[src/core/clock_multiplier_pkg.sv]
// Purpose: Shared constants for the clock multiplier control block.
// Assumes: 8-bit special-function register bus with address and page.
// Notes:   Field positions and reset values are named here once.
package clock_multiplier_pkg;

  localparam logic [7:0] CTRL_ADDR       = 8'h97;
  localparam logic [7:0] CTRL_PAGE       = 8'h0f;
  localparam logic [7:0] CTRL_RESET      = 8'h00;

  localparam int         ENABLE_BIT      = 7;
  localparam int         INIT_BIT        = 6;
  localparam int         LOCK_BIT        = 5;
  localparam int         SCALE_MSB       = 4;
  localparam int         SCALE_LSB       = 2;
  localparam int         SOURCE_MSB      = 1;
  localparam int         SOURCE_LSB      = 0;

  // Input source codes; bit 1 clear means the oscillator is halved first.
  localparam logic [1:0] SRC_INT_HALF    = 2'h0;
  localparam logic [1:0] SRC_EXT_HALF    = 2'h1;
  localparam logic [1:0] SRC_INT_FULL    = 2'h2;
  localparam logic [1:0] SRC_EXT_FULL    = 2'h3;

  // Scale codes at or above this one keep two pulses of every code pulses.
  localparam logic [2:0] SCALE_FIRST_DIV = 3'h3;
  localparam logic [2:0] PULSES_PER_EDGE = 3'h4;
  localparam logic [2:0] KEEP_PER_GROUP  = 3'h2;

  // Selected input edges counted after initialization before lock is declared.
  localparam int         LOCK_EDGES      = 16;

endpackage

[src/core/mul_pulse_if.sv]
// Purpose: Carries configuration and edges from control to pulse generator.
// Assumes: Single clock domain clk_sys.
// Notes:   The generator reports nothing back besides its pulse.
`timescale 1ns/100ps
interface mul_pulse_if;
  logic       run;
  logic       inEdge;
  logic [2:0] scale;
  logic       pulse;

  modport ctrl (output run, output inEdge, output scale, input pulse);
  modport gen  (input run, input inEdge, input scale, output pulse);
endinterface

[src/core/mul_pulse_gen.sv]
// Purpose: Emits four fast enable pulses per input edge, thinned by the scale.
// Assumes: Input edges come at least eight clk_sys cycles apart.
// Notes:   Fast pulses fall on every other cycle, so output never exceeds half rate.
`timescale 1ns/100ps
module mul_pulse_gen (
  input  wire logic   clk_sys,
  input  wire logic   rst,
  mul_pulse_if.gen    port
);

  typedef struct packed {
    logic [2:0] burst;
    logic       gap;
    logic [2:0] phase;
    logic       pulse;
  } gen_state_t;

  gen_state_t st;
  gen_state_t next_st;

  assign port.pulse = st.pulse;

  function automatic logic [2:0] group_len(input logic [2:0] code);
    group_len = (code < clock_multiplier_pkg::SCALE_FIRST_DIV) ? 3'h1 : code;
  endfunction

  always_comb begin
    next_st       = st;
    next_st.pulse = 1'b0;
    if (!port.run) begin
      next_st = '0;
    end else begin
      if (port.inEdge) begin
        next_st.burst = clock_multiplier_pkg::PULSES_PER_EDGE;
        next_st.gap   = 1'b0;
      end else if (st.burst != 3'h0) begin
        next_st.gap = ~st.gap;
        if (!st.gap) begin
          next_st.burst = st.burst - 3'h1;
          if (group_len(port.scale) == 3'h1) begin
            next_st.pulse = 1'b1;
          end else begin
            next_st.pulse = (st.phase < clock_multiplier_pkg::KEEP_PER_GROUP);
            next_st.phase = (st.phase + 3'h1 >= group_len(port.scale)) ? 3'h0 : st.phase + 3'h1;
          end
        end
      end
    end
  end

  always_ff @(posedge clk_sys) begin
    if (rst) begin
      st <= '0;
    end else begin
      st <= next_st;
    end
  end

endmodule

[src/core/clock_multiplier_control.sv]
// Purpose: Control register and lock sequencing of the clock multiplier.
// Assumes: Oscillator inputs are asynchronous and slower than clk_sys / 8.
// Notes:   The multiplied clock is delivered as a one-cycle enable pulse.
// Behaviour
// Output averages four times input frequency, times scale factor 1 or 2/3..2/7.
// Input is external oscillator, or internal or external oscillator halved; the code also takes the internal oscillator unhalved (source code 2).
// Software clears register, sets source, then scale, then enable.
// Software waits over 5 us, sets initialize, then polls ready.
// Software makes an external source stable before initializing.
// Slow input yields four fast pulses per rising edge, then idles.
// Software keeps multiplier output between 25 and 50 MHz.
// Bit 7 enables the multiplier; zero disables it.
// Writing one to bit 6 while enabled starts initialization.
// Bit 5 is read-only, one only when locked and stable.
// Scale bits 4:2; codes 000 and 001 mean factor one.
// Register at address 0x97 page 0x0f, resets to zero.
// Source bits 1:0 select internal or external, halved or not.
// Scale code 011 gives a factor of two thirds.
// Ready drops whenever enable is cleared.
`timescale 1ns/100ps
module clock_multiplier_control #(
  parameter int LOCK_EDGES = clock_multiplier_pkg::LOCK_EDGES
) (
  input  wire logic       clk_sys,
  input  wire logic       rst,
  input  wire logic       intOsc,
  input  wire logic       extOsc,
  input  wire logic [7:0] sfrAddr,
  input  wire logic [7:0] sfrPage,
  input  wire logic       sfrWrite,
  input  wire logic [7:0] sfrWdata,
  output logic      [7:0] sfrRdata,
  output logic            mulClkEn,
  output logic            multiplierReady
);

  typedef struct packed {
    logic [1:0] intSync;
    logic [1:0] extSync;
    logic       srcLast;
    logic       halfTog;
    logic       enable;
    logic       init;
    logic       locking;
    logic       ready;
    logic [2:0] scale;
    logic [1:0] source;
    logic [7:0] lockCnt;
    logic       edgeOut;
    logic [7:0] rdata;
    logic       clkEn;
    logic       readyOut;
  } ctrl_state_t;

  ctrl_state_t st;
  ctrl_state_t next_st;
  mul_pulse_if pulses ();

  function automatic logic reg_hit(input logic [7:0] addr, input logic [7:0] page);
    reg_hit = (addr == clock_multiplier_pkg::CTRL_ADDR) && (page == clock_multiplier_pkg::CTRL_PAGE);
  endfunction

  function automatic logic [7:0] ctrl_value(input ctrl_state_t s);
    ctrl_value = '0;
    ctrl_value[clock_multiplier_pkg::ENABLE_BIT] = s.enable;
    ctrl_value[clock_multiplier_pkg::INIT_BIT]   = s.init;
    ctrl_value[clock_multiplier_pkg::LOCK_BIT]   = s.ready;
    ctrl_value[clock_multiplier_pkg::SCALE_MSB:clock_multiplier_pkg::SCALE_LSB]   = s.scale;
    ctrl_value[clock_multiplier_pkg::SOURCE_MSB:clock_multiplier_pkg::SOURCE_LSB] = s.source;
  endfunction

  logic selLevel;
  logic riseNow;
  logic wrHit;

  always_comb begin
    selLevel = st.source[0] ? st.extSync[1] : st.intSync[1];
    riseNow  = selLevel && !st.srcLast;
    wrHit    = sfrWrite && reg_hit(sfrAddr, sfrPage);

    next_st         = st;
    next_st.intSync = {st.intSync[0], intOsc};
    next_st.extSync = {st.extSync[0], extOsc};
    next_st.srcLast = selLevel;
    next_st.edgeOut = 1'b0;

    // Halved sources pass every second rising edge; full sources pass all.
    if (riseNow) begin
      next_st.halfTog = ~st.halfTog;
      next_st.edgeOut = st.source[1] || st.halfTog;
    end

    if (st.locking && st.edgeOut) begin
      if (st.lockCnt == 8'(LOCK_EDGES - 1)) begin
        next_st.locking = 1'b0;
        next_st.ready   = 1'b1;
      end else begin
        next_st.lockCnt = st.lockCnt + 8'h01;
      end
    end

    if (wrHit) begin
      next_st.enable = sfrWdata[clock_multiplier_pkg::ENABLE_BIT];
      next_st.init   = sfrWdata[clock_multiplier_pkg::INIT_BIT];
      next_st.scale  = sfrWdata[clock_multiplier_pkg::SCALE_MSB:clock_multiplier_pkg::SCALE_LSB];
      next_st.source = sfrWdata[clock_multiplier_pkg::SOURCE_MSB:clock_multiplier_pkg::SOURCE_LSB];
      if (st.enable && sfrWdata[clock_multiplier_pkg::ENABLE_BIT] && sfrWdata[clock_multiplier_pkg::INIT_BIT]) begin
        next_st.locking = 1'b1;
        next_st.ready   = 1'b0;
        next_st.lockCnt = '0;
      end
      if (!sfrWdata[clock_multiplier_pkg::ENABLE_BIT]) begin
        next_st.locking = 1'b0;
        next_st.ready   = 1'b0;
        next_st.lockCnt = '0;
      end
    end

    next_st.rdata    = reg_hit(sfrAddr, sfrPage) ? ctrl_value(st) : 8'h00;
    next_st.clkEn    = pulses.pulse;
    next_st.readyOut = next_st.ready;
  end

  assign pulses.run    = st.enable && st.ready;
  assign pulses.inEdge = st.edgeOut;
  assign pulses.scale  = st.scale;

  mul_pulse_gen u_gen (
    .clk_sys (clk_sys),
    .rst     (rst),
    .port    (pulses.gen)
  );

  always_ff @(posedge clk_sys) begin
    if (rst) begin
      st <= '0;
    end else begin
      st <= next_st;
    end
  end

  assign sfrRdata        = st.rdata;
  assign mulClkEn        = st.clkEn;
  assign multiplierReady = st.readyOut;

endmodule

[config.mk]
export PLATFORM = sky130hd
export DESIGN_NAME = clock_multiplier_control
export DESIGN_NICKNAME = d
export VERILOG_FILES = /design/src/core/clock_multiplier_pkg.sv /design/src/core/mul_pulse_if.sv /design/src/core/mul_pulse_gen.sv /design/src/core/clock_multiplier_control.sv
export SDC_FILE = /design/constraint.sdc
export NUM_CORES = 1
export LEC_CHECK = 0
export BUFFER_PORTS_ARGS = -buffer_cell sky130_fd_sc_hd__buf_2
export CAP_MARGIN = 20
export CORE_ASPECT_RATIO = 1.25
export CORE_MARGIN = 2
export CORE_UTILIZATION = 53
export CTS_CLUSTER_DIAMETER = 50
export DETAILED_ROUTE_END_ITERATION = 8
export GPL_TIMING_DRIVEN = 0
export HOLD_SLACK_MARGIN = 0.02
export PLACE_DENSITY = 0.9
export SKIP_CTS_REPAIR_TIMING = 1
export SYNTH_ARGS = -nofsm -noshare
export SYNTH_HDL_FRONTEND = slang
export SYNTH_HIERARCHICAL = 1
export SYNTH_SLANG_ARGS = --single-unit
[constraint.sdc]
create_clock -name clk_sys -period 1.9 [get_ports clk_sys]
set_input_delay 0 -clock clk_sys [delete_from_list [all_inputs] [get_ports clk_sys]]
set_output_delay 0 -clock clk_sys [all_outputs]
set_load 0.03 [all_outputs]
==> results of run 1 <==
## cell usage after synthesis, types with 3 or more instances
library cell / instances
clkbuf_1: 3
dfxtp_1: 41
nor3_1: 9
o21ai_0: 9
nor2b_1: 6
inv_1: 4
and3_1: 3
buf_4: 8
nor2_1: 12
a21oi_1: 12
xor2_1: 4
mux2i_1: 3
ha_1: 7
xnor2_1: 5
nand2_1: 9
and2_1: 11
nand3_1: 12
## state kept, by name, summed over array words and instances, names as in the netlist, 2 cells and up
register	flops
next_st	2
u_gen/st	7
pulses.scale	3
sfrRdata	8
st	17
## through the flow
step	hold WS (ns)	area, um^2	total power [mW]	TNS (ns)
2_1_floorplan	0.128	1850	0.909	0
3_3_place_gp	0.222	2080	0.940	0
3_5_place_dp	0.221	2080	0.942	0
4_1_cts	-0.0869	2200	1.64	-0.0398
5_1_grt	0.0287	2310	1.70	-0.0412
6_report	0.0158	2310	1.66	0
## kinds of logic after synthesis
family                     after synthesis  synth area share
AOI/OAI and AO/OA                       31            0.0987
xor gates and xnor gates                 9            0.0426
adders and majority gates                7            0.0473
buffers and inverters                   18            0.0615
DFF                                     41             0.444
muxes                                    3            0.0162
and+or+nand+nor                         87             0.290
## report_power, final
| group | switching, mW | internal [mW] | total, mW |
|---|---|---|---|
| Sequential | 0.00246 | 0.864 | 0.866 |
| Combinational | 0.0283 | 0.0430 | 0.0713 |
| Clock | 0.325 | 0.393 | 0.719 |
| Total | 0.356 | 1.30 | 1.66 |
## layout by cell type (no fill, tap or decap), types with 4 or more instances in the layout
| master | instances |
|---|---|
| a21oi_1 | 12 |
| buf_4 | 8 |
| clkbuf_8 | 5 |
| ha_1 | 7 |
| xnor2_1 | 5 |
| xor2_1 | 4 |
| o21ai_0 | 9 |
| nor3_1 | 9 |
| dfxtp_1 | 40 |
| nor2_1 | 12 |
| buf_2 | 38 |
| nor2b_1 | 6 |
| nand3_1 | 12 |
| dlygate4sd3_1 | 9 |
| inv_1 | 4 |
| nand2_1 | 9 |
| and2_1 | 11 |
## area by class of cell
class	instances	area [um^2]
Fill cell	267	1120
Multi-Input combinational cell	137	931
Sequential cell	41	822
Timing Repair Buffer	46	275
Buffer	14	98.8
Clock buffer	5	68.8
Tap cell	39	48.8
Clock inverter	3	46.3
Inverter	4	15.0
## tightest hold or removal path: stages
cell	delay (ns)
buf_2	0.10
nor2b_1	0.06
o21a_1	0.10
## final timing paths
| check | start | to | slack [ns] | depth (start not counted) |
|---|---|---|---|---|
| max | u_gen/st[1] | u_gen/st[3] | 0.06 | 7 |
| min | rst | u_gen/st[7] | 0.02 | 3 |
| max reg2reg | u_gen/st[1] | u_gen/st[3] | 0.06 | 7 |
| min reg2reg | st[29] | pulses.inEdge | 0.44 | 1 |
## per-layer routing
layer / part of all wire / vias up / GRT usage
li1: - / 784 / -
met2: 0.52 / 59 / 0.348
met4: 0.023 / 0 / 0.0853
met5: 0 / - / 0
met1: 0.40 / 760 / 0.205
met3: 0.056 / 9 / 0.0667
==> metrics.txt, run 1 <==
layout overhead on the synthesized area=24.6%; setup slack after placement=0.0110 ns; via count=about 1.6k; Max-slew headroom=0.501; final worst slack=0.0603 ns; power density over the cells=718 nW/um^2; Max Slew Vio Count=0; Least-Margin Pin Slew=0.747 ns; DIE HEIGHT=70.1 um; ys flop type=dfxtp_1; global-route wire length before repair=between 6000 and 7000 um; area leader, netlist=dfxtp_1; Setup Skew=0.00886 ns; gp weighted congestion=0.759; Mapped Cells=196; placed cells=272; number of global-route vias before repair=1,483; DR iter-0 viols=between 70 and 80; Post-synth EDFFs=0; YS warnings=6; Mapped Area=around 1900 um^2; final core utilization=0.674; total track usage=0.195; DRC viols=0; Final Hold Viols=0; CP Launch Type=register; hold crit path type=in -> reg; layout cells sized above 1=0.276; Critical Path AT=2.08 ns; CP most frequent cell=ha_1; Setup crit end kind=register; CP cell instances=ha_1 > xor2_1 > ha_1 > a21o_1 > a31oi_4 > nand4b_1 > a31oi_1; Starting Density=0.541; CTS root buf=clkbuf_8; Final setup viols=0; DR WL/cell=13.9 um; clock-pin slew on the worst setup and hold paths=0.08 ns; final net count=285; Fmax achieved=0.544 GHz; max incr delay on CP=roughly 0.36 ns; ant diodes=0; H-tree depth=2; critical path fanouts, max=4; max cap viols=0; Cell Count, Final, Fillers Out=289; post-synthesis sequential area ratio=0.444; CTS buffer count=5; Final ANT Viol Nets=0; CP max-delay cell=dfxtp_2; Async SR Flop Fraction=0; final wirelength=4020 um; Critical Path RT=2.14 ns; vias per cell=approximately 5.6; Leakage=between 0.9 and 1 nW; Longest Clk Path Bufs=2; number of I/O port buffers=37; CTS sink cnt=a little over 40; CTS tree=built; DRT Pass-1 Iters=5; #FFs+latches synth=41; Cell Rows=24; Syn Area/Cell=9.44 um^2; largest net degree at the start of global routing=15; width of the die=56.9 um; Core Region=around 3400 um^2; Netlist cell types=46; status=finished, final reports clean; area share of the largest cell type after synthesis=0.444; Worst-Skew Late Latency=0.31 ns; Post-Syn Nets=~230; hpwl dp=2620 um; Final Cycle Share=0.968; I/O pin count=39; largest cells by area after synthesis=dfxtp_1 (44%), ha_1 (4.7%), and2_1 (3.7%); delay-heaviest family, CP=adder cells; die area=3980 um^2; minimum clock period=1.84 ns; kind of critical path=reg -> reg; Bufs and invs on worst path=0; GR Overflow Total=0; Max VDD drop=0.779 mV; initial antenna violation count=0
Power figures use the tool's default switching activity.
==> run 2: changes to the inputs <==
==> constraint.sdc (replaced) <==
create_clock -name clk_sys -period 1.9 [get_ports clk_sys]
set_input_delay 0.19 -clock clk_sys [delete_from_list [all_inputs] [get_ports clk_sys]]
set_output_delay 0.19 -clock clk_sys [all_outputs]
set_load 0.03 [all_outputs]
==> metrics.txt, run 2 (synthesized netlist as in run 1, its figures left out) <==
status=finished, final reports clean (unchanged); Final Cycle Share=0.969 (was 0.968); final core utilization=0.647 (was 0.674); Cell Rows=24 (unchanged); hpwl dp=2620 um (unchanged); final net count=276 (was 285); DRT Pass-1 Iters=4 (was 5); commonest cells after routing, fill and taps aside=dfxtp_1 (40), buf_2 (38), nor2_1 (12), a21oi_1 (12), nand3_1 (12) (unchanged); ant diodes=0 (unchanged); DR iter-0 viols=56 (was 75); Worst-Skew Late Latency=0.30 ns (was 0.31 ns); critical path fanouts, max=4 (unchanged); placed cells=272 (unchanged); Least-Margin Pin Slew=0.754 ns (was 0.747 ns); H-tree depth=2 (unchanged); CP Launch Type=register (unchanged); Final ANT Viol Nets=0 (unchanged); layout cells sized above 1=0.286 (was 0.276); Setup Skew=0.00881 ns (was 0.00886 ns); Critical Path AT=2.05 ns (was 2.08 ns); Most flops, register=st (unchanged); max reg flops=17 (unchanged); via count=1,533 (was 1,612); total design power=1.63 mW (was 1.66 mW); CTS root buf=clkbuf_8 (unchanged); CP max-delay cell=dfxtp_2 (unchanged); final worst slack=0.0595 ns (was 0.0603 ns); register area=822 um^2 (unchanged); max incr delay on CP=0.36 ns (about the same); delay-heaviest family, CP=compound AO/OA/AOI/OAI gates (was adder cells); global-route wire length before repair=6110 um (unchanged); hold crit path type=in -> reg (unchanged); Fmax achieved=0.543 GHz (was 0.544 GHz); layout overhead on the synthesized area=19.7% (was 24.6%); CP most frequent cell=ha_1 (unchanged); Max-slew headroom=0.496 (was 0.501); Setup crit end kind=register (unchanged); Bufs and invs on worst path=0 (unchanged); total track usage=0.195 (unchanged); Max Slew Vio Count=0 (unchanged); I/O pin count=39 (unchanged); width of the die=56.9 um (unchanged); Starting Density=0.541 (unchanged); multi-input logic area=931 um^2 (unchanged); CTS sink cnt=41 (unchanged); Final setup viols=0 (unchanged); gp weighted congestion=0.759 (unchanged); setup slack after placement=0.0110 ns (unchanged); minimum clock period=1.84 ns (about the same); # fillers=283 (was 267); largest net degree at the start of global routing=15 (unchanged); DR WL/cell=13.0 um (was 13.9 um); CTS tree=built (unchanged); Cell Area, Placed=2080 um^2 (unchanged); Final Cell Area=2220 um^2 (was 2310 um^2); DRC viols=0 (unchanged); Max VDD drop=0.774 mV (was 0.779 mV); kind of critical path=reg -> reg (unchanged); max cap viols=0 (unchanged); initial antenna violation count=0 (unchanged); commonest non-fill, non-tap cell in the layout=dfxtp_1 (unchanged); clock-pin slew on the worst setup and hold paths=0.08 ns (about the same); Total Neg Setup Slack=0 ns (unchanged); Final Hold Viols=0 (unchanged); GR Overflow Total=0 (unchanged); DIE HEIGHT=70.1 um (unchanged); power density over the cells=736 nW/um^2 (was 718 nW/um^2); Critical Path RT=2.11 ns (was 2.14 ns); Longest Clk Path Bufs=2 (unchanged); die area=3980 um^2 (unchanged); Cell Count, Final, Fillers Out=280 (was 289); CP cell instances=ha_1 > xor2_1 > ha_1 > a21o_1 > a31oi_4 > nand2_1 > o31ai_1 (was ha_1 > xor2_1 > ha_1 > a21o_1 > a31oi_4 > nand4b_1 > a31oi_1); Hold WS=0.103 ns (was 0.0158 ns); Core Region=3420 um^2 (unchanged); final wirelength=3640 um (was 4020 um); number of global-route vias before repair=1,483 (unchanged); number of I/O port buffers=37 (unchanged); vias per cell=5.48 (was 5.58); Leakage=0.897 nW (was 0.934 nW); CTS buffer count=5 (unchanged)
-- run 2: cell type report --
type / count / share of cell area
Timing Repair Buffer: 37 / 0.0836
Inverter: 4 / 0.00678
Clock buffer: 5 / 0.0311
Tap cell: 39 / 0.0220
Clock inverter: 3 / 0.0209
Sequential cell: 41 / 0.371
Multi-Input combinational cell: 137 / 0.420
Buffer: 14 / 0.0446
-- run 2: per-layer routing --
layer | wire length [um] | vias up | part of all wire | GRT usage
li1 | - | 764 | - | -
met1 | 1480 | 727 | 0.41 | 0.205
met2 | 1910 | 37 | 0.52 | 0.348
met3 | 193 | 5 | 0.053 | 0.0667
met4 | 58 | 0 | 0.016 | 0.0853
met5 | 0 | - | 0 | 0
-- run 2: worst register-to-register path: cells and delay by family, from the launching register on --
kind / cells / cell delay, ns
simple gates: 1 / 0.08
compound gates: 3 / 0.59
xor+xnor: 1 / 0.15
flops: 1 / 0.36
fa+ha+maj: 2 / 0.57
-- run 2: power by group --
| group | leakage (nW) | total, mW | internal, mW | switching (mW) |
|---|---|---|---|---|
| Sequential | 0.332 | 0.866 | 0.864 | 0.00239 |
| Clock | 0.0543 | 0.710 | 0.393 | 0.317 |
| Combinational | 0.511 | 0.0552 | 0.0309 | 0.0243 |
| Total | 0.897 | 1.63 | 1.29 | 0.343 |
-- run 2: path summary, 6_finish.rpt --
path,startpoint,endpoint,slack [ns],depth (start not counted)
worst max-delay path,u_gen/st[1],u_gen/st[1],0.06,7
worst min-delay path,extOsc,next_st[31],0.10,2
worst max register to register,u_gen/st[1],u_gen/st[1],0.06,7
worst min register to register,st[29],pulses.inEdge,0.45,1
==> run 3: changes to the inputs <==
==> constraint.sdc (replaced) <==
create_clock -name clk_sys -period 2.1 [get_ports clk_sys]
set_input_delay 0.21 -clock clk_sys [delete_from_list [all_inputs] [get_ports clk_sys]]
set_output_delay 0.21 -clock clk_sys [all_outputs]
set_load 0.005 [all_outputs]
==> metrics.txt, run 3 (synthesized netlist as in run 1, its figures left out) <==
GR Overflow Total=0 (unchanged); layout cells sized above 1=0.278 (was 0.286); Cell Rows=24 (unchanged); I/O pin count=39 (unchanged); Final Cycle Share=0.922 (was 0.969); Setup crit end kind=register (unchanged); commonest cells after routing, fill and taps aside=dfxtp_1 (41), buf_2 (38), nor2_1 (12), a21oi_1 (12), nand3_1 (12) (was dfxtp_1 (40), buf_2 (38), nor2_1 (12), a21oi_1 (12), nand3_1 (12)); layout overhead on the synthesized area=18.9% (was 19.7%); DRC viols=0 (unchanged); die area=3980 um^2 (unchanged); Final ANT Viol Nets=0 (unchanged); Worst-Skew Late Latency=0.30 ns (about the same); Final Hold Viols=0 (unchanged); status=finished, final reports clean (unchanged); final core utilization=0.643 (was 0.647); DIE HEIGHT=70.1 um (unchanged); H-tree depth=2 (unchanged); Hold WS=0.121 ns (was 0.103 ns); Max VDD drop=0.702 mV (was 0.774 mV); hpwl dp=2620 um (unchanged); kind of critical path=reg -> reg (unchanged); number of I/O port buffers=37 (unchanged); ant diodes=0 (unchanged); final wirelength=3610 um (was 3640 um); max incr delay on CP=0.43 ns (was 0.36 ns); CTS root buf=clkbuf_8 (unchanged); CTS buffer count=5 (unchanged); Final setup viols=0 (unchanged); Total Neg Setup Slack=0 ns (unchanged); final net count=276 (unchanged); Leakage=0.895 nW (was 0.897 nW); number of global-route vias before repair=1,483 (unchanged); DR iter-0 viols=57 (was 56); width of the die=56.9 um (unchanged); clock-pin slew on the worst setup and hold paths=0.08 ns (about the same); DRT Pass-1 Iters=4 (unchanged); Most flops, register=st (unchanged); Longest Clk Path Bufs=2 (unchanged); initial antenna violation count=0 (unchanged); critical path fanouts, max=4 (unchanged); CP most frequent cell=ha_1 (unchanged); DR WL/cell=12.9 um (was 13.0 um); CP max-delay cell=dfxtp_1 (was dfxtp_2); Critical Path AT=2.15 ns (was 2.05 ns); total design power=1.48 mW (was 1.63 mW); power density over the cells=672 nW/um^2 (was 736 nW/um^2); crit path launch=u_gen/st[1] (unchanged); total track usage=0.195 (unchanged); Critical Path RT=2.31 ns (was 2.11 ns); CTS tree=built (unchanged); placed cells=272 (unchanged); vias per cell=5.53 (was 5.48); Final Cell Area=2200 um^2 (was 2220 um^2); final worst slack=0.163 ns (was 0.0595 ns); Least-Margin Pin Slew=0.759 ns (was 0.754 ns); minimum clock period=1.94 ns (was 1.84 ns); max cap viols=0 (unchanged); RSZ-0062 raised after global routing=false; Cell Count, Final, Fillers Out=280 (unchanged); Max-slew headroom=0.493 (was 0.496); Cell Area, Placed=2080 um^2 (unchanged); global-route wire length before repair=6110 um (unchanged); hold crit path type=in -> reg (unchanged); CTS sink cnt=41 (unchanged); Bufs and invs on worst path=0 (unchanged); Max Slew Vio Count=0 (unchanged); Setup Skew=0.00914 ns (was 0.00881 ns); hold_sp=extOsc (unchanged); CP cell instances=ha_1 > xor2_1 > ha_1 > a21o_1 > a31oi_1 > nand2_1 > o31ai_1 (was ha_1 > xor2_1 > ha_1 > a21o_1 > a31oi_4 > nand2_1 > o31ai_1); Core Region=3420 um^2 (unchanged); setup slack after placement=0.211 ns (was 0.0110 ns); max reg flops=17 (unchanged); Fmax achieved=0.516 GHz (was 0.543 GHz); CP Launch Type=register (unchanged); commonest non-fill, non-tap cell in the layout=dfxtp_1 (unchanged); FF-to-FF Start=u_gen/st[1] (unchanged); delay-heaviest family, CP=compound AO/OA/AOI/OAI gates (unchanged); via count=1,549 (was 1,533); largest net degree at the start of global routing=15 (unchanged); gp weighted congestion=0.759 (unchanged); Starting Density=0.541 (unchanged)
==> run 3: cell types whose count changed in the layout (fill, tap and decap cells not counted) <==
| cell | before | now |
|---|---|---|
| a31oi_1 | 1 | 2 |
| a31oi_4 | 1 | 0 |
| dfxtp_1 | 40 | 41 |
| dfxtp_2 | 1 | 0 |
==> run 3: worst paths after layout <==
path,cells past startpoint,endpoint,slack (ns)
max,7,u_gen/st[1],0.16
min,2,next_st[31],0.12
max reg2reg,7,u_gen/st[1],0.16
min reg2reg,1,pulses.inEdge,0.44
==> run 3: worst reg2reg max path: stages (launching register included) <==
cell and delay, ns:
dfxtp_1 0.43, ha_1 0.23, xor2_1 0.16, ha_1 0.26, a21o_1 0.16, a31oi_1 0.30
nand2_1 0.10, o31ai_1 0.22
==> run 3: layout make-up <==
| type | instances | area (um^2) |
|---|---|---|
| Tap cell | 39 | 48.8 |
| Clock inverter | 3 | 46.3 |
| Fill cell | 283 | 1220 |
| Clock buffer | 5 | 68.8 |
| Sequential cell | 41 | 821 |
| Timing Repair Buffer | 37 | 185 |
| Multi-Input combinational cell | 137 | 916 |
| Inverter | 4 | 15.0 |
| Buffer | 14 | 98.8 |
==> run 3: per-layer routing <==
metal | up-vias | global-route usage | share of wire | wire length (um)
met5 | - | 0 | 0 | 0
met4 | 0 | 0.0853 | 0.016 | 58
met3 | 5 | 0.0667 | 0.055 | 198
met2 | 48 | 0.348 | 0.52 | 1870
met1 | 729 | 0.205 | 0.41 | 1470
li1 | 767 | - | - | -
==> run 3: where the power goes <==
part           total [mW]  internal, mW  switching, mW
registers           0.784         0.782        0.00207
clock network       0.645         0.356          0.289
logic              0.0498        0.0279         0.0219
